File: config.mk
export PLATFORM = sky130hd
export DESIGN_NAME = sdpi_pin_interface
export DESIGN_NICKNAME = d
export VERILOG_FILES = /design/src/core/sdpi_pkg.sv /design/src/core/sdpi_pin_interface.sv /design/src/core/sdpi_tick_divider.sv
export VERILOG_INCLUDE_DIRS = /design/src /design/src/core
export SDC_FILE = /design/constraint.sdc
export NUM_CORES = 1
export LEC_CHECK = 0
export BUFFER_PORTS_ARGS = -buffer_cell sky130_fd_sc_hd__buf_2
export CAP_MARGIN = 30
export CORE_MARGIN = 5
export CORE_UTILIZATION = 47
export DETAILED_ROUTE_END_ITERATION = 10
export GPL_ROUTABILITY_DRIVEN = 0
export PLACE_DENSITY = 0.75
export SETUP_SLACK_MARGIN = 0.2
export SLEW_MARGIN = 15
export SYNTH_ARGS = -nofsm -noshare
export SYNTH_HDL_FRONTEND = slang
export SYNTH_SLANG_ARGS = --single-unit
File: constraint.sdc
create_clock -name sys_clk -period 1.85 [get_ports sys_clk]
set_input_delay 0.0925 -clock sys_clk [delete_from_list [all_inputs] [get_ports sys_clk]]
set_output_delay 0.0925 -clock sys_clk [all_outputs]
set_load 0.03 [all_outputs]
File: src/core/sdpi_map.svh
`ifndef SDPI_MAP_SVH
`define SDPI_MAP_SVH

// address decode of the SDRAM space
`define SDPI_REGION_HI     31
`define SDPI_REGION_LO     26
`define SDPI_REGION_CODE   6'h01
`define SDPI_ROW_HI        21
`define SDPI_ROW_LO        10
`define SDPI_COL_HI        9
`define SDPI_COL_LO        0
`define SDPI_ODD_BIT       0
`define SDPI_ROW_A10_BIT   10
`define SDPI_ADDR_W        12
`define SDPI_MODE_WORD     12'h030

// command codes as {row strobe, column strobe, write strobe}
`define SDPI_CMD_NOP       3'h7
`define SDPI_CMD_ACT       3'h3
`define SDPI_CMD_READ      3'h5
`define SDPI_CMD_WRITE     3'h4
`define SDPI_CMD_PRE       3'h2
`define SDPI_CMD_REF       3'h1
`define SDPI_CMD_MRS       3'h0

// timing, in ns, and cycle counts derived from the clock period
`define SDPI_CLK_NS        25
`define SDPI_T_RP_NS       20
`define SDPI_T_RCD_NS      20
`define SDPI_T_CAS_NS      75
`define SDPI_T_RFC_NS      70
`define SDPI_T_MRD_NS      50
`define SDPI_T_XSR_NS      80
`define SDPI_REFRESH_NS    15600
`define SDPI_WAIT_W        4
`define SDPI_CEIL(ns)      (((ns) + `SDPI_CLK_NS - 1) / `SDPI_CLK_NS)
`define SDPI_WAIT(ns)      4'(`SDPI_CEIL(ns) - 1)
`define SDPI_REFRESH_CYC   (`SDPI_REFRESH_NS / `SDPI_CLK_NS)
`define SDPI_REF_CNT_W     10

`endif

File: src/core/sdpi_pkg.sv
`include "sdpi_map.svh"

package sdpi_pkg;

    typedef enum logic [3:0] {
        ST_INIT_PRE,
        ST_INIT_REF1,
        ST_INIT_REF2,
        ST_INIT_MRS,
        ST_IDLE,
        ST_ACT,
        ST_CAS,
        ST_PRE,
        ST_SR_PRE,
        ST_SR_ENTER,
        ST_SELF,
        ST_SUSPEND
    } sdpi_state_t;

endpackage

File: src/core/sdpi_pin_interface.sv
`timescale 1ns/100ps
`default_nettype none
`include "sdpi_map.svh"
// Summary of operation
// - space select low on every SDRAM command whose address hits the region
// - only the bus owner drives space select; others leave it floating
// - row strobe low marks valid row address in read or write
// - column strobe low marks valid column address in read or write
// - with column strobe low, write strobe low for write, high for read
// - a high word mask disables that word's data buffers
// - masks only meaningful with column strobe; both inactive on reads
// - on 64-bit writes to an odd word, assert the low mask
// - high mask on single writes to even words, or always in 32-bit mode
// - address bit ten on its own pin so refresh leaves the bus free
// - clock enable enters and leaves self-refresh and suspend
// - master keeps clock enable weakly high, low in self-refresh; slaves none; the code drives neither keeper in suspend
// - before host takes the bus, enter self-refresh and float all lines
module sdpi_pin_interface
(
    // clock and reset
    input  wire logic                     sys_clk,
    input  wire logic                     rst_n,
    // core request
    input  wire logic                     reqValid,
    input  wire logic                     reqWrite,
    input  wire logic                     reqSingle,
    input  wire logic [31:0]              reqAddr,
    output logic                          reqReady,
    // configuration and power control
    input  wire logic                     bus32Mode,
    input  wire logic                     selfRefreshReq,
    input  wire logic                     suspendReq,
    input  wire logic                     busOwner,
    input  wire logic                     singleProcessor,
    // pins sampled from outside
    input  wire logic [2:0]               multiprocessorIndex,
    input  wire logic                     hostBusRequestN,
    // SDRAM control pins
    output logic                          sdramSpaceSelectN,
    output logic                          rowStrobeN,
    output logic                          colStrobeN,
    output logic                          sdramWriteStrobeN,
    output logic                          lowWordMask,
    output logic                          highWordMask,
    output logic                          refreshAddrBitTen,
    output logic                          sdramClockEnable,
    output logic [`SDPI_ADDR_W-1:0]       sdramAddr,
    // output enables and keepers
    output logic                          ctrlOe,
    output logic                          addrOe,
    output logic                          ckeKeepHigh,
    output logic                          ckeKeepLow,
    // status
    output logic                          busReleased,
    output logic                          selfRefreshActive,
    output sdpi_pkg::sdpi_state_t         fsmState
);
    import sdpi_pkg::*;
    // a literal cannot be bit-selected, so the mode word gets a name
    localparam logic [`SDPI_ADDR_W-1:0] MODE_WORD = `SDPI_MODE_WORD;

    sdpi_state_t                stateQ;
    logic [2:0]                 cmdQ;
    logic [`SDPI_WAIT_W-1:0]    waitQ;
    logic [`SDPI_ADDR_W-1:0]    addrQ;
    logic                       a10Q;
    logic                       lowMaskQ;
    logic                       highMaskQ;
    logic                       ckeQ;
    logic                       addrOeQ;
    logic                       ctrlOeQ;
    logic                       releasedQ;
    logic                       refreshPendingQ;
    logic                       keepHighQ;
    logic                       keepLowQ;
    logic [3:0]                 syncAQ;
    logic [3:0]                 syncBQ;
    logic                       hostReq;
    logic                       primary;
    logic                       refreshTick;
    logic                       refreshIssue;
    logic                       regionHit;
    logic                       idleFree;
    logic                       reqWriteQ;
    logic                       singleQ;
    logic                       oddQ;
    logic [`SDPI_COL_HI:`SDPI_COL_LO] colQ;

    // pin synchronisers
    always_ff @(posedge sys_clk)
    begin
        if (!rst_n)
        begin
            syncAQ <= 4'hF;
            syncBQ <= 4'hF;
        end
        else
        begin
            syncAQ <= {hostBusRequestN, multiprocessorIndex};
            syncBQ <= syncAQ;
        end
    end

    assign hostReq   = busOwner && !syncBQ[3];
    assign primary   = busOwner || (singleProcessor && syncBQ[2:0] == 3'h0);
    assign regionHit = reqAddr[`SDPI_REGION_HI:`SDPI_REGION_LO]
                       == `SDPI_REGION_CODE;
    assign idleFree  = stateQ == ST_IDLE && waitQ == '0 && busOwner
                       && !refreshPendingQ && !hostReq && !selfRefreshReq;
    assign reqReady  = idleFree && regionHit;

    sdpi_tick_divider
    #(
        .PERIOD (`SDPI_REFRESH_CYC)
    )
    u_refresh_tick
    (
        .sys_clk (sys_clk),
        .rst_n   (rst_n),
        .countEn (!selfRefreshActive),
        .tick    (refreshTick)
    );

    assign refreshIssue = waitQ == '0 && stateQ == ST_IDLE && busOwner
                          && refreshPendingQ;

    // a tick in the issuing cycle stays pending
    always_ff @(posedge sys_clk)
    begin
        if (!rst_n)
            refreshPendingQ <= 1'b0;
        else if (refreshTick)
            refreshPendingQ <= 1'b1;
        else if (refreshIssue)
            refreshPendingQ <= 1'b0;
    end

    // command sequencer; every command is one cycle, NOP otherwise
    always_ff @(posedge sys_clk)
    begin
        if (!rst_n)
        begin
            stateQ    <= ST_INIT_PRE;
            cmdQ      <= `SDPI_CMD_NOP;
            waitQ     <= '0;
            addrQ     <= '0;
            a10Q      <= 1'b0;
            lowMaskQ  <= 1'b0;
            highMaskQ <= 1'b0;
            ckeQ      <= 1'b1;
            addrOeQ   <= 1'b0;
            releasedQ <= 1'b0;
        end
        else
        begin
            cmdQ      <= `SDPI_CMD_NOP;
            addrOeQ   <= 1'b0;
            lowMaskQ  <= 1'b0;
            highMaskQ <= 1'b0;
            if (waitQ != '0)
                waitQ <= waitQ - `SDPI_WAIT_W'(1);
            else
            begin
                unique case (stateQ)
                    ST_INIT_PRE:
                    begin
                        cmdQ   <= `SDPI_CMD_PRE;
                        a10Q   <= 1'b1;
                        waitQ  <= `SDPI_WAIT(`SDPI_T_RP_NS);
                        stateQ <= ST_INIT_REF1;
                    end
                    ST_INIT_REF1, ST_INIT_REF2:
                    begin
                        cmdQ   <= `SDPI_CMD_REF;
                        waitQ  <= `SDPI_WAIT(`SDPI_T_RFC_NS);
                        stateQ <= (stateQ == ST_INIT_REF1) ? ST_INIT_REF2
                                                           : ST_INIT_MRS;
                    end
                    ST_INIT_MRS:
                    begin
                        cmdQ    <= `SDPI_CMD_MRS;
                        addrQ   <= MODE_WORD;
                        a10Q    <= MODE_WORD[`SDPI_ROW_A10_BIT];
                        addrOeQ <= 1'b1;
                        waitQ   <= `SDPI_WAIT(`SDPI_T_MRD_NS);
                        stateQ  <= ST_IDLE;
                    end
                    ST_IDLE:
                    begin
                        if (!busOwner)
                            stateQ <= ST_IDLE;
                        else if (refreshPendingQ)
                        begin
                            // refresh leaves the shared address bus idle
                            cmdQ  <= `SDPI_CMD_REF;
                            a10Q  <= 1'b0;
                            waitQ <= `SDPI_WAIT(`SDPI_T_RFC_NS);
                        end
                        else if (hostReq || selfRefreshReq)
                            stateQ <= ST_SR_PRE;
                        else if (reqValid && regionHit)
                        begin
                            cmdQ    <= `SDPI_CMD_ACT;
                            addrQ   <= reqAddr[`SDPI_ROW_HI:`SDPI_ROW_LO];
                            a10Q    <= reqAddr[`SDPI_ROW_LO +
                                               `SDPI_ROW_A10_BIT];
                            addrOeQ <= 1'b1;
                            waitQ   <= `SDPI_WAIT(`SDPI_T_RCD_NS);
                            stateQ  <= ST_ACT;
                        end
                        else if (suspendReq)
                        begin
                            ckeQ   <= 1'b0;
                            stateQ <= ST_SUSPEND;
                        end
                    end
                    ST_ACT:
                    begin
                        cmdQ    <= reqWriteQ ? `SDPI_CMD_WRITE
                                             : `SDPI_CMD_READ;
                        addrQ   <= `SDPI_ADDR_W'(colQ);
                        a10Q    <= 1'b0;
                        addrOeQ <= 1'b1;
                        // masks only on writes, never on reads
                        lowMaskQ  <= reqWriteQ && !bus32Mode
                                     && oddQ;
                        highMaskQ <= reqWriteQ && (bus32Mode
                                     || (singleQ && !oddQ));
                        waitQ   <= `SDPI_WAIT(`SDPI_T_CAS_NS);
                        stateQ  <= ST_CAS;
                    end
                    ST_CAS, ST_SR_PRE:
                    begin
                        // closed-page policy: simple, costs an activate
                        cmdQ   <= `SDPI_CMD_PRE;
                        a10Q   <= 1'b1;
                        waitQ  <= `SDPI_WAIT(`SDPI_T_RP_NS);
                        stateQ <= (stateQ == ST_CAS) ? ST_PRE : ST_SR_ENTER;
                    end
                    ST_PRE:
                        stateQ <= ST_IDLE;
                    ST_SR_ENTER:
                    begin
                        cmdQ   <= `SDPI_CMD_REF;
                        ckeQ   <= 1'b0;
                        stateQ <= ST_SELF;
                    end
                    ST_SELF:
                    begin
                        releasedQ <= hostReq;
                        if (!hostReq && !selfRefreshReq && busOwner)
                        begin
                            ckeQ      <= 1'b1;
                            releasedQ <= 1'b0;
                            waitQ     <= `SDPI_WAIT(`SDPI_T_XSR_NS);
                            stateQ    <= ST_IDLE;
                        end
                    end
                    ST_SUSPEND:
                    begin
                        if (!suspendReq || refreshPendingQ || hostReq)
                        begin
                            ckeQ   <= 1'b1;
                            stateQ <= ST_IDLE;
                        end
                    end
                endcase
            end
        end
    end

    // request capture, taken on the accepting edge
    always_ff @(posedge sys_clk)
    begin
        if (!rst_n)
        begin
            reqWriteQ <= 1'b0;
            singleQ   <= 1'b0;
            oddQ      <= 1'b0;
            colQ      <= '0;
        end
        else if (reqValid && reqReady)
        begin
            reqWriteQ <= reqWrite;
            singleQ   <= reqSingle;
            oddQ      <= reqAddr[`SDPI_ODD_BIT];
            colQ      <= reqAddr[`SDPI_COL_HI:`SDPI_COL_LO];
        end
    end

    // drive roles and clock enable keepers
    always_ff @(posedge sys_clk)
    begin
        if (!rst_n)
        begin
            ctrlOeQ   <= 1'b0;
            keepHighQ <= 1'b0;
            keepLowQ  <= 1'b0;
        end
        else
        begin
            ctrlOeQ   <= busOwner && !releasedQ;
            keepHighQ <= primary && ckeQ;
            keepLowQ  <= primary && !ckeQ && stateQ == ST_SELF;
        end
    end

    assign rowStrobeN        = cmdQ[2];
    assign colStrobeN        = cmdQ[1];
    assign sdramWriteStrobeN = cmdQ[0];
    assign sdramSpaceSelectN = cmdQ == `SDPI_CMD_NOP;
    assign lowWordMask       = lowMaskQ;
    assign highWordMask      = highMaskQ;
    assign refreshAddrBitTen = a10Q;
    assign sdramClockEnable  = ckeQ;
    assign sdramAddr         = addrQ;
    assign ctrlOe            = ctrlOeQ;
    assign addrOe            = addrOeQ && ctrlOeQ;
    assign ckeKeepHigh       = keepHighQ;
    assign ckeKeepLow        = keepLowQ;
    assign busReleased       = releasedQ;
    assign selfRefreshActive = stateQ == ST_SELF;
    assign fsmState          = stateQ;

    // checks
    AST_SELECT_ON_CMD: assert property (@(posedge sys_clk) disable iff (!rst_n)
        (!rowStrobeN || !colStrobeN) |-> !sdramSpaceSelectN)
        else $error("select not asserted on a command");
    AST_OWNER_DRIVES: assert property (@(posedge sys_clk) disable iff (!rst_n)
        ctrlOe |-> $past(busOwner))
        else $error("control driven without bus ownership");
    AST_ACT_TO_CAS: assert property (@(posedge sys_clk) disable iff (!rst_n)
        (cmdQ == `SDPI_CMD_ACT) |-> ##[1:4] (rowStrobeN && !colStrobeN))
        else $error("activate not followed by column command");
    AST_WRITE_STROBE: assert property (@(posedge sys_clk) disable iff (!rst_n)
        (rowStrobeN && !colStrobeN) |-> (sdramWriteStrobeN == !reqWriteQ))
        else $error("write strobe disagrees with direction");
    AST_MASK_NEEDS_CAS: assert property (@(posedge sys_clk) disable iff (!rst_n)
        (lowWordMask || highWordMask) |-> (!colStrobeN && !sdramWriteStrobeN))
        else $error("mask outside a write column cycle");
    AST_LOW_MASK_ODD: assert property (@(posedge sys_clk) disable iff (!rst_n)
        (cmdQ == `SDPI_CMD_WRITE && !$past(bus32Mode))
        |-> (lowWordMask == oddQ))
        else $error("low mask wrong for word parity");
    AST_HIGH_MASK_32: assert property (@(posedge sys_clk) disable iff (!rst_n)
        (cmdQ == `SDPI_CMD_WRITE && $past(bus32Mode)) |-> highWordMask)
        else $error("high mask missing in 32-bit mode");
    AST_REFRESH_FREE: assert property (@(posedge sys_clk) disable iff (!rst_n)
        (cmdQ == `SDPI_CMD_REF) |-> !addrOe)
        else $error("address bus driven during refresh");
    AST_SELF_CKE: assert property (@(posedge sys_clk) disable iff (!rst_n)
        $rose(selfRefreshActive) |-> !sdramClockEnable [*2])
        else $error("clock enable high in self-refresh");
    AST_SLAVE_NO_KEEP: assert property (@(posedge sys_clk) disable iff (!rst_n)
        !primary |=> !(ckeKeepHigh || ckeKeepLow))
        else $error("keeper active on a slave");
    AST_RELEASE_FLOAT: assert property (@(posedge sys_clk) disable iff (!rst_n)
        busReleased |-> (selfRefreshActive && !addrOe) ##1 !ctrlOe)
        else $error("lines driven after release");

    COV_WRITE: cover property (@(posedge sys_clk) cmdQ == `SDPI_CMD_WRITE);
    COV_READ: cover property (@(posedge sys_clk) cmdQ == `SDPI_CMD_READ);
    COV_RELEASE: cover property (@(posedge sys_clk) $rose(busReleased));
    COV_SUSPEND: cover property (@(posedge sys_clk) stateQ == ST_SUSPEND);

endmodule // sdpi_pin_interface

`default_nettype wire

File: src/core/sdpi_tick_divider.sv
`timescale 1ns/100ps
`default_nettype none
`include "sdpi_map.svh"

module sdpi_tick_divider
#(
    parameter int PERIOD = `SDPI_REFRESH_CYC
)
(
    // clock and reset
    input  wire logic sys_clk,
    input  wire logic rst_n,
    // control
    input  wire logic countEn,
    output logic      tick
);
    logic [`SDPI_REF_CNT_W-1:0] countQ;

    // counter clears while disabled so the interval restarts cleanly
    always_ff @(posedge sys_clk)
    begin
        if (!rst_n)
            countQ <= '0;
        else if (!countEn)
            countQ <= '0;
        else if (countQ == `SDPI_REF_CNT_W'(PERIOD - 1))
            countQ <= '0;
        else
            countQ <= countQ + `SDPI_REF_CNT_W'(1);
    end

    assign tick = countEn && (countQ == `SDPI_REF_CNT_W'(PERIOD - 1));

endmodule // sdpi_tick_divider

`default_nettype wire

==> qor.csv, run 1 <==
stage,metric,value,unit
run_status,status,"finished, violations left",
run_status,failed_checks,negative setup slack,
timing,timing.final.ws_setup,-0.0967,ns
worst_setup_path,worst_ep_required_time,1.76,ns
worst_setup_path,timing.rr.end,fsmState[2]$_SDFFE_PN0P_,
finish,final_nets,525,
worst_setup_path,crit_path_max_fanout,2,
route,viasPerCell,5.63,
synth,synth.distinct_cells,58,
synth,ys_warn_count,0,
route,wl_per_cell,15.8,um
synth,syn_area,2940,um^2
timing,holdWs,0.0713,ns
synth,async_flop_share,0,%
job,maxCapViolations,0,
clocking,cts_tree,yes,
timing,rsz0062_at_grt,yes,
route,drtAntennaViolNets,0,
global_routing,grt_pass1_vias,3052,
floorplan,rows,28,
route,drc_errors,0,
synth,synth_edf_count,0,
min_path,min_from,rst_n,
floorplan,initial_core_util,49.1,%
synth,synth_nets,397,
finish,drive_above_1_share,39.0,%
synth,synth_cells,349,
worst_setup_path,r2r_setup_slack,-0.04,ns
route,routed_wl,8810,um
finish,fill_cells,453,
min_path,holdCritPathClass,in2reg,
clocking,htreeDepth,3,
pwr,p_leak,1.78,nW
timing,fmax,514,MHz
clocking,clkTransAtPathRegs,0.08,ns
synth,synth_ff_type,dfxtp_1,
worst_setup_path,path_class,reg2out,
worst_setup_path,r2r_start,fsmState[1]$_SDFFE_PN0P_,
synth,postSynthAreaPerCell,8.43,um^2
pwr,total_power,4.24,mW
floorplan,die_w,89.1,um
finish,final_util,72.1,%
floorplan,core,5990,um^2
route,drt_iter0_drc,289,
floorplan,die_h,89.1,um
worst_setup_path,worstSetupStartpointType,flop,
place,hpwl,5810,um
route,dr.pass1.iters,5,
synth,synth_seq_cells,63,
worst_setup_path,worstPathArrival,1.85,ns
clocking,cts-root-buf,clkbuf_8,
timing,fin_skew,0.0104,ns
timing,relSlewSlack,69.2,%
global_routing,grt.overflow.total,0,
global_routing,antenna_found_initial,0,
timing,drv_slew,0,
finish,fin_cells,557,
pwr,powerDensity,982,nW/um^2
finish,area_growth,46.7,%
finish,final_cell_mix,"buf_2 (70), dfxtp_1 (58), buf_4 (47)",
global_routing,grt_usage,22.7,%
floorplan,ios,77,
finish,num_antenna_cells,0,
timing,hold_viol,0,
clocking,insertion_delay,0.35,ns
finish,final_common_cell,buf_2,
place,dp_cells,505,
route,vias,3137,
min_path,whs_endpoint,syncAQ[1]$_SDFF_PN1_,
place,place.port_buffers,72,
synth,seq_area_frac_synth,42.9,%
worst_setup_path,crit_path_end_kind,primary output,
min_path,whs_path_depth,2,
timing,setup_violations,2,
clocking,cts.path.max_buffers,2,
timing,worstMarginPinSlew,0.456,ns
timing,fin_crit,1.95,ns
worst_setup_path,ff2ff_path_depth,6,
clocking,clock_sink_count,63,
timing,post-route-period-util,105,%
floorplan,dieArea,7940,um^2
pwr,peakVddDrop,0.915,mV
clocking,numCtsBuffers,9,
global_routing,grt_start_max_net_pins,22,
global_routing,grt_pass1_wl,14000,um
## worst max-delay path by stage
| stage | startpoint | end | cells past startpoint |
|---|---|---|---|
| after floorplan | fsmState[0]$_SDFFE_PN0P_ | reqReady | 6 |
| after global placement | reqAddr[31] | colQ[5]$_SDFFE_PN0P_ | 6 |
| after detailed placement | reqAddr[31] | sdramAddr[2]$_SDFFE_PN0P_ | 8 |
| after CTS | fsmState[1]$_SDFFE_PN0P_ | reqReady | 5 |
| after global routing | fsmState[1]$_SDFFE_PN0P_ | reqReady | 5 |
| final | fsmState[1]$_SDFFE_PN0P_ | reqReady | 5 |
## worst max-delay path, stage by stage, from the launching register on
cell and delay (ns):
dfxtp_4 0.35, or4b_4 0.56, nor2_4 0.11, nand3_2 0.09
nor4_4 0.20, buf_4 0.19
## logic make-up after synthesis
family,after synthesis,share of synthesized area (%)
buffers and inverters,36,5.53
xor gates and xnor gates,7,2.08
and+or+nand+nor,141,24.8
muxes,6,2.13
adders and majority gates,2,0.851
DFF,63,42.9
AOI/OAI and AO/OA,94,21.7
## report_power, final
group	switching, mW	leakage [nW]	internal (mW)
Clock	0.590	0.108	0.774
Sequential	0.0605	0.515	1.47
Combinational	0.809	1.15	0.536
Total	1.46	1.78	2.78
## sequential cells by signal, summed over array words and instances (netlist names), 3 cells and up
name                   count
fsmState                   4
cmdQ                       3
u_refresh_tick.countQ     10
waitQ                      4
syncBQ                     4
syncAQ                     4
sdramAddr                 12
colQ                      10
## metrics by stage
stage               cell area [um^2]  setup WS, ns  setup TNS (ns)
CTS                             4200        -0.136          -0.156
floorplan                       3040        -0.113           -1.17
finish                          4320       -0.0967          -0.138
global placement                3610        -0.167           -3.57
detailed placement              3610        -0.202           -4.27
global route                    4320        -0.142           -1.26
## final cells by class
class / count / area, um^2 / area share [%]
clock buffer: 9 / 124 / 2.87
inverter: 10 / 37.5 / 0.870
multi-input combinational: 251 / 1710 / 39.6
clock inverter: 7 / 104 / 2.41
tap: 75 / 93.8 / 2.17
timing repair buffer: 142 / 972 / 22.5
sequential: 63 / 1270 / 29.5
## synthesized netlist by cell type (7+ instances only)
| master | n | area [um^2] |
|---|---|---|
| nand3_1 | 11 | 55.1 |
| nor2_1 | 29 | 109 |
| a21oi_1 | 34 | 170 |
| clkbuf_1 | 18 | 67.6 |
| nand2_1 | 46 | 173 |
| a311oi_1 | 9 | 78.8 |
| a22oi_1 | 8 | 60.1 |
| and3_1 | 7 | 43.8 |
| o21ai_0 | 10 | 50.1 |
| nor3_1 | 8 | 40.0 |
| dfxtp_1 | 63 | 1260 |
| nand2b_1 | 10 | 62.6 |
| inv_1 | 10 | 37.5 |
## metal layers
layer	up-vias	wire (um)	GRT usage, %	part of all wire, %
met5	-	0	0	0
met4	0	140	8.80	1.6
met3	12	751	4.79	8.5
met2	137	4170	37.0	47
met1	1471	3750	29.3	43
li1	1517	-	-	-
## what timing repair did
item,CTS,global route
pin swaps,7,12
endpoints found under the hold margin,18,0
hold buffers,17,0
cloned,1,1
buffers inserted,12,5
resized for setup,26,16
setup endpoints to repair,34,36
No activity file was read; power rests on OpenSTA's default activity.
==> inputs of run 2 (changes only) <==
CORE_MARGIN = default   (was 5)
CORE_UTILIZATION = 52   (was 47)
PLACE_DENSITY = 0.79   (was 0.75)
SKIP_CTS_REPAIR_TIMING = 1   (was default)
clock period = 1.9 ns   (was 1.85 ns; I/O delays follow)
==> qor.csv, run 2 (synthesis results as in run 1) <==
stage,metric,value,unit,change
worst_setup_path,cp-endpoint,reqReady,,
worst_setup_path,worstSetupStartpointType,flop,,
clocking,cts_tree,yes,,
timing,worstMarginPinSlew,0.479,ns,+0.0229 ns
pwr,pwr-share-seq,35.7,%,-0.4 points
pwr,powerDensity,947,nW/um^2,-3.5%
worst_setup_path,worst_ep_required_time,1.80,ns,+0.04 ns
worst_setup_path,cp_num_cells,6,,+1
worst_setup_path,path_cells,"inv_1, ha_1, and2_1, nand3_2, nor4_4, buf_4",,
clocking,clock_sink_count,63,,unchanged
route,wl_per_cell,18.7,um,+18%
floorplan,rows,27,,-3.6%
timing,finalSetupTns,-0.874,ns,-0.736 ns
pwr,peakVddDrop,0.881,mV,-3.7%
global_routing,grt_usage,27.2,%,+4.5 points
clocking,clkTransAtPathRegs,0.08,ns,about the same
worst_setup_path,r2r_setup_slack,-0.09,ns,-0.05 ns
pwr,p_sw,1.50,mW,+2.7%
finish,drive_above_1_share,44.4,%,+5.3 points
worst_setup_path,startpoint,waitQ[0]$_SDFFE_PN0P_,,
floorplan,dieArea,5960,um^2,-25%
route,drtAntennaViolNets,0,,unchanged
timing,timing.final.ws_setup,-0.215,ns,-0.118 ns
finish,area_growth,52.2,%,
pwr,p_clk_share,32.0,%,-0.2 points
place,hpwl,5290,um,-8.9%
run_status,failed_checks,"negative hold slack, negative setup slack",,
floorplan,core,5470,um^2,-8.6%
place,post_dp_cell_area,3580,um^2,-1.0%
pwr,total_power,4.24,mW,about the same
route,viasPerCell,6.11,,+8.5%
pwr,combPwrFrac,32.2,%,+0.5 points
worst_setup_path,r2r_start,fsmState[1]$_SDFFE_PN0P_,,
worst_setup_path,crit_path_end_kind,primary output,,
clocking,numCtsBuffers,9,,unchanged
finish,num_antenna_cells,0,,unchanged
route,dr.pass1.iters,7,,+2
run_status,status,"finished, violations left",,
global_routing,grt.overflow.total,0,,unchanged
clocking,cts.path.max_buffers,2,,unchanged
worst_setup_path,path_class,reg2out,,
timing,post-route-period-util,111,%,
pwr,p_leak,1.84,nW,+3.5%
job,maxCapViolations,0,,unchanged
timing,fin_skew,0.00971,ns,-0.000653 ns
route,routed_wl,10500,um,+19%
global_routing,grt_pass1_vias,2819,,-7.6%
timing,rsz0062_at_grt,yes,,
worst_setup_path,crit_path_max_fanout,5,,+3
global_routing,antenna_found_initial,0,,unchanged
global_routing,grt_start_max_net_pins,25,,+14%
min_path,holdCritPathClass,in2reg,,
timing,hold_viol,2,,+2
floorplan,die_h,77.2,um,-13%
worst_setup_path,ff2ff_path_depth,7,,+1
timing,fmax,473,MHz,
worst_setup_path,slowest_delay,0.35,ns,-0.21 ns
floorplan,initial_core_util,53.7,%,+4.6 points
finish,finish.instance_area,4480,um^2,+3.7%
finish,final_common_cell,buf_2,,
global_routing,grt_pass1_wl,12800,um,-8.3%
floorplan,die_w,77.2,um,-13%
pwr,p_int,2.74,mW,-1.3%
floorplan,ios,77,,unchanged
timing,fin_crit,2.12,ns,
worst_setup_path,worstPathArrival,2.02,ns,+0.17 ns
worst_setup_path,timing.rr.end,fsmState[2]$_SDFFE_PN0P_,,
route,vias,3417,,+8.9%
place,place.port_buffers,72,,unchanged
pwr,switching_share,35.4,%,+0.92 points
timing,relSlewSlack,67.9,%,-1.3 points
clocking,cts-root-buf,clkbuf_8,,
worst_setup_path,slowest_stage,and2_1,,
worst_setup_path,path_buf_inv,2,,+1
worst_setup_path,crit_family,simple AND/OR/NAND/NOR gates,,
clocking,insertion_delay,0.36,ns,about the same
route,drc_errors,0,,unchanged
clocking,htreeDepth,3,,unchanged
place,place_ws,-0.217,ns,-0.0157 ns
finish,largest_reg_flops,12,,unchanged
finish,final_cell_mix,"buf_2 (70), dfxtp_1 (58), buf_4 (48)",,
timing,drv_slew,0,,unchanged
route,drt_iter0_drc,287,,-0.69%
finish,final_nets,530,,+0.95%
timing,setup_violations,20,,+18
timing,holdWs,-0.0152,ns,-0.0865 ns
[run 2: tightest hold or removal path, delay by kind of cell]
kind,cells,cell delay (ns)
buffers and inverters,1,0.10
AO/OA/AOI/OAI,1,0.06
AND/OR/NAND/NOR,1,0.04
[run 2: how the worst min path moves through the flow]
stage | endpoint | start | slack [ns] | cells after the start
3_3_place_gp | lowWordMask$_SDFF_PP0_ | bus32Mode | 0.28 | 2
5_1_grt | colQ[0]$_SDFFE_PN0P_ | reqAddr[0] | -0.02 | 3
4_1_cts | lowWordMask$_SDFF_PP0_ | bus32Mode | -0.09 | 2
2_1_floorplan | lowWordMask$_SDFF_PP0_ | bus32Mode | 0.17 | 1
6_report | colQ[0]$_SDFFE_PN0P_ | reqAddr[0] | -0.02 | 3
3_5_place_dp | lowWordMask$_SDFF_PP0_ | bus32Mode | 0.28 | 2
[run 2: stage by stage]
stage / util, % / std cells
floorplan: - / 349
global placement: 65.3 / 496
detailed placement: 65.3 / 496
CTS: 69.5 / 512
global route: 81.8 / 559
finish: 81.8 / 559
[run 2: power groups by stage]
stage | Sequential (mW) | Clock (mW) | Combinational [mW]
after floorplan | 1.63 | 0 | 0.658
after global placement | 1.54 | 0 | 1.04
after detailed placement | 1.54 | 0 | 1.06
after CTS | 1.51 | 1.35 | 1.07
after global routing | 1.52 | 1.43 | 1.45
final | 1.52 | 1.36 | 1.37
[run 2: cell type report]
cell class	instances	area, um^2
Fill cell	338	995
Clock buffer	10	138
Timing Repair Buffer	147	1070
Multi-Input combinational cell	251	1780
Clock inverter	6	90.1
Inverter	10	37.5
Sequential cell	63	1280
Tap cell	72	90.1
[run 2: layer usage]
layer	vias to the layer above	part of all wire, %	track usage, %
li1	1527	-	-
met1	1626	38	33.9
met2	205	49	41.9
met3	59	8.0	7.50
met4	0	4.6	15.8
met5	-	0	0
==> inputs of run 3 (changes only) <==
CORE_UTILIZATION = 56   (was 52)
PLACE_DENSITY = 0.84   (was 0.79)
clock period = 2.5 ns   (was 1.9 ns; I/O delays follow)
==> qor.csv, run 3 (synthesis results as in run 1) <==
stage,metric,value,unit,change
run_status,status,"complete, no violations",,
timing,fin_skew,0.00775,ns,-0.00197 ns
global_routing,grt.overflow.total,0,,unchanged
clocking,numCtsBuffers,9,,unchanged
floorplan,initial_core_util,58.0,%,+4.2 points
timing,rsz0062_at_grt,no,,
timing,relSlewSlack,58.8,%,-9.1 points
clocking,clkTransAtPathRegs,0.07,ns,about the same
route,drtAntennaViolNets,0,,unchanged
finish,drive_above_1_share,26.8,%,-18 points
clocking,clock_sink_count,63,,unchanged
route,drc_errors,0,,unchanged
finish,final_nets,469,,-12%
worst_setup_path,worst_ep_required_time,2.38,ns,+0.58 ns
route,routed_wl,6970,um,-33%
place,hpwl,4650,um,-12%
timing,fin_crit,2.17,ns,
finish,final_common_cell,buf_2,,
global_routing,grt_usage,25.9,%,-1.3 points
finish,area_growth,22.8,%,
route,viasPerCell,5.70,,-6.8%
timing,post-route-period-util,86.9,%,
clocking,insertion_delay,0.34,ns,-0.02 ns
finish,final_util,71.2,%,-11 points
worst_setup_path,crit_path_end_kind,primary output,,
route,vias,2820,,-17%
pwr,peakVddDrop,0.438,mV,-50%
timing,fmax,460,MHz,
worst_setup_path,worstPathArrival,2.05,ns,+0.03 ns
floorplan,dieArea,5550,um^2,-7.0%
place,place.port_buffers,72,,unchanged
clocking,htreeDepth,3,,unchanged
global_routing,grt_start_max_net_pins,30,,+20%
pwr,switching_share,33.3,%,-2.1 points
clocking,cts-root-buf,clkbuf_8,,
floorplan,rows,26,,-3.7%
timing,setup_violations,0,,-100%
timing,hold_viol,0,,-2
pwr,p_clk_share,32.1,%,about the same
finish,num_antenna_cells,0,,unchanged
clocking,cts.path.max_buffers,2,,unchanged
min_path,holdCritPathClass,in2reg,,
floorplan,ios,77,,unchanged
clocking,cts_tree,yes,,
global_routing,grt_pass1_wl,11000,um,-14%
route,drt_iter0_drc,320,,+11%
worst_setup_path,crit_path_max_fanout,14,,+9
pwr,p_sw,922,uW,-38%
timing,finalSetupTns,0,ns,+0.874 ns
timing,drv_slew,0,,unchanged
route,dr.pass1.iters,5,,-2
pwr,p_int,1.85,mW,-33%
finish,final_cell_mix,"buf_2 (71), dfxtp_1 (61), nand2_1 (46)",,
global_routing,antenna_found_initial,0,,unchanged
pwr,pwr-share-seq,40.9,%,+5.2 points
route,wl_per_cell,14.1,um,-25%
floorplan,die_h,74.5,um,-3.5%
job,maxCapViolations,0,,unchanged
finish,largest_reg_flops,12,,unchanged
timing,worstMarginPinSlew,0.611,ns,+0.131 ns
floorplan,die_w,74.5,um,-3.5%
pwr,total_power,2.77,mW,-35%
worst_setup_path,path_class,reg2out,,
floorplan,core,5070,um^2,-7.3%
pwr,combPwrFrac,27.0,%,-5.2 points
worst_setup_path,worstSetupStartpointType,flop,,
global_routing,grt_pass1_vias,2450,,-13%
timing,timing.final.ws_setup,0.327,ns,+0.542 ns
pwr,powerDensity,768,nW/um^2,-19%
place,place_ws,0.287,ns,+0.504 ns
pwr,p_leak,1.45,nW,-21%
## run 3: cell types whose count changed in the layout (fill, tap and decap cells not counted), moves of 4 or more
cell           delta
nand2_1          +11
dlygate4sd3_1     -6
nand2_2           -9
dfxtp_4           -4
buf_6            -13
buf_4            -37
a21oi_1           +7
a21oi_2           -6
nor2_1            +4
## run 3: worst max-delay path, cell delays in order (launching register included)
cell and delay, ns:
dfxtp_2 0.39, or4b_4 0.60, nor2_1 0.16, nand3_1 0.13
nor4_4 0.23, buf_4 0.20
## run 3: stage by stage
step | instances | cell area, um^2 | hold slack [ns]
after floorplan | 349 | 2960 | 0.202
after global placement | 475 | 3350 | 0.304
after detailed placement | 475 | 3350 | 0.310
after CTS | 490 | 3550 | -0.0449
after global routing | 495 | 3610 | 0.0272
final | 495 | 3610 | 0.0204
## run 3: power groups by stage
stage	logic (mW)	registers [mW]	clock network, mW
after floorplan	0.473	1.23	0
after global placement	0.727	1.15	0
after detailed placement	0.734	1.15	0
after CTS	0.738	1.13	0.897
after global routing	0.825	1.15	0.948
final	0.750	1.13	0.890
## run 3: worst paths after layout
check	from	to	slack [ns]	cells past startpoint
worst max-delay path	fsmState[1]$_SDFFE_PN0P_	reqReady	0.33	5
worst max register to register	syncBQ[3]$_SDFF_PN1_	colQ[0]$_SDFFE_PN0P_	0.46	5
worst min-delay path	reqAddr[8]	colQ[8]$_SDFFE_PN0P_	0.02	3
worst min register to register	syncAQ[1]$_SDFF_PN1_	syncBQ[1]$_SDFF_PN1_	0.40	1
## run 3: area by class of cell
class                   instances  area (um^2)
well taps                      70         87.6
multi-input cells             250         1540
inverters                      10         37.5
clock inverters                 3         42.5
fillers                       410         1460
clock buffers                  12          155
flip-flops and latches         63         1260
repair buffers                 87          488
## run 3: metal layers
| metal | share of wire [%] | GRT usage (%) | wire [um] |
|---|---|---|---|
| met5 | 0 | 0 | 0 |
| met4 | 1.5 | 10.7 | 107 |
| met3 | 5.4 | 6.23 | 375 |
| met2 | 50 | 42.6 | 3460 |
| met1 | 43 | 32.6 | 3030 |
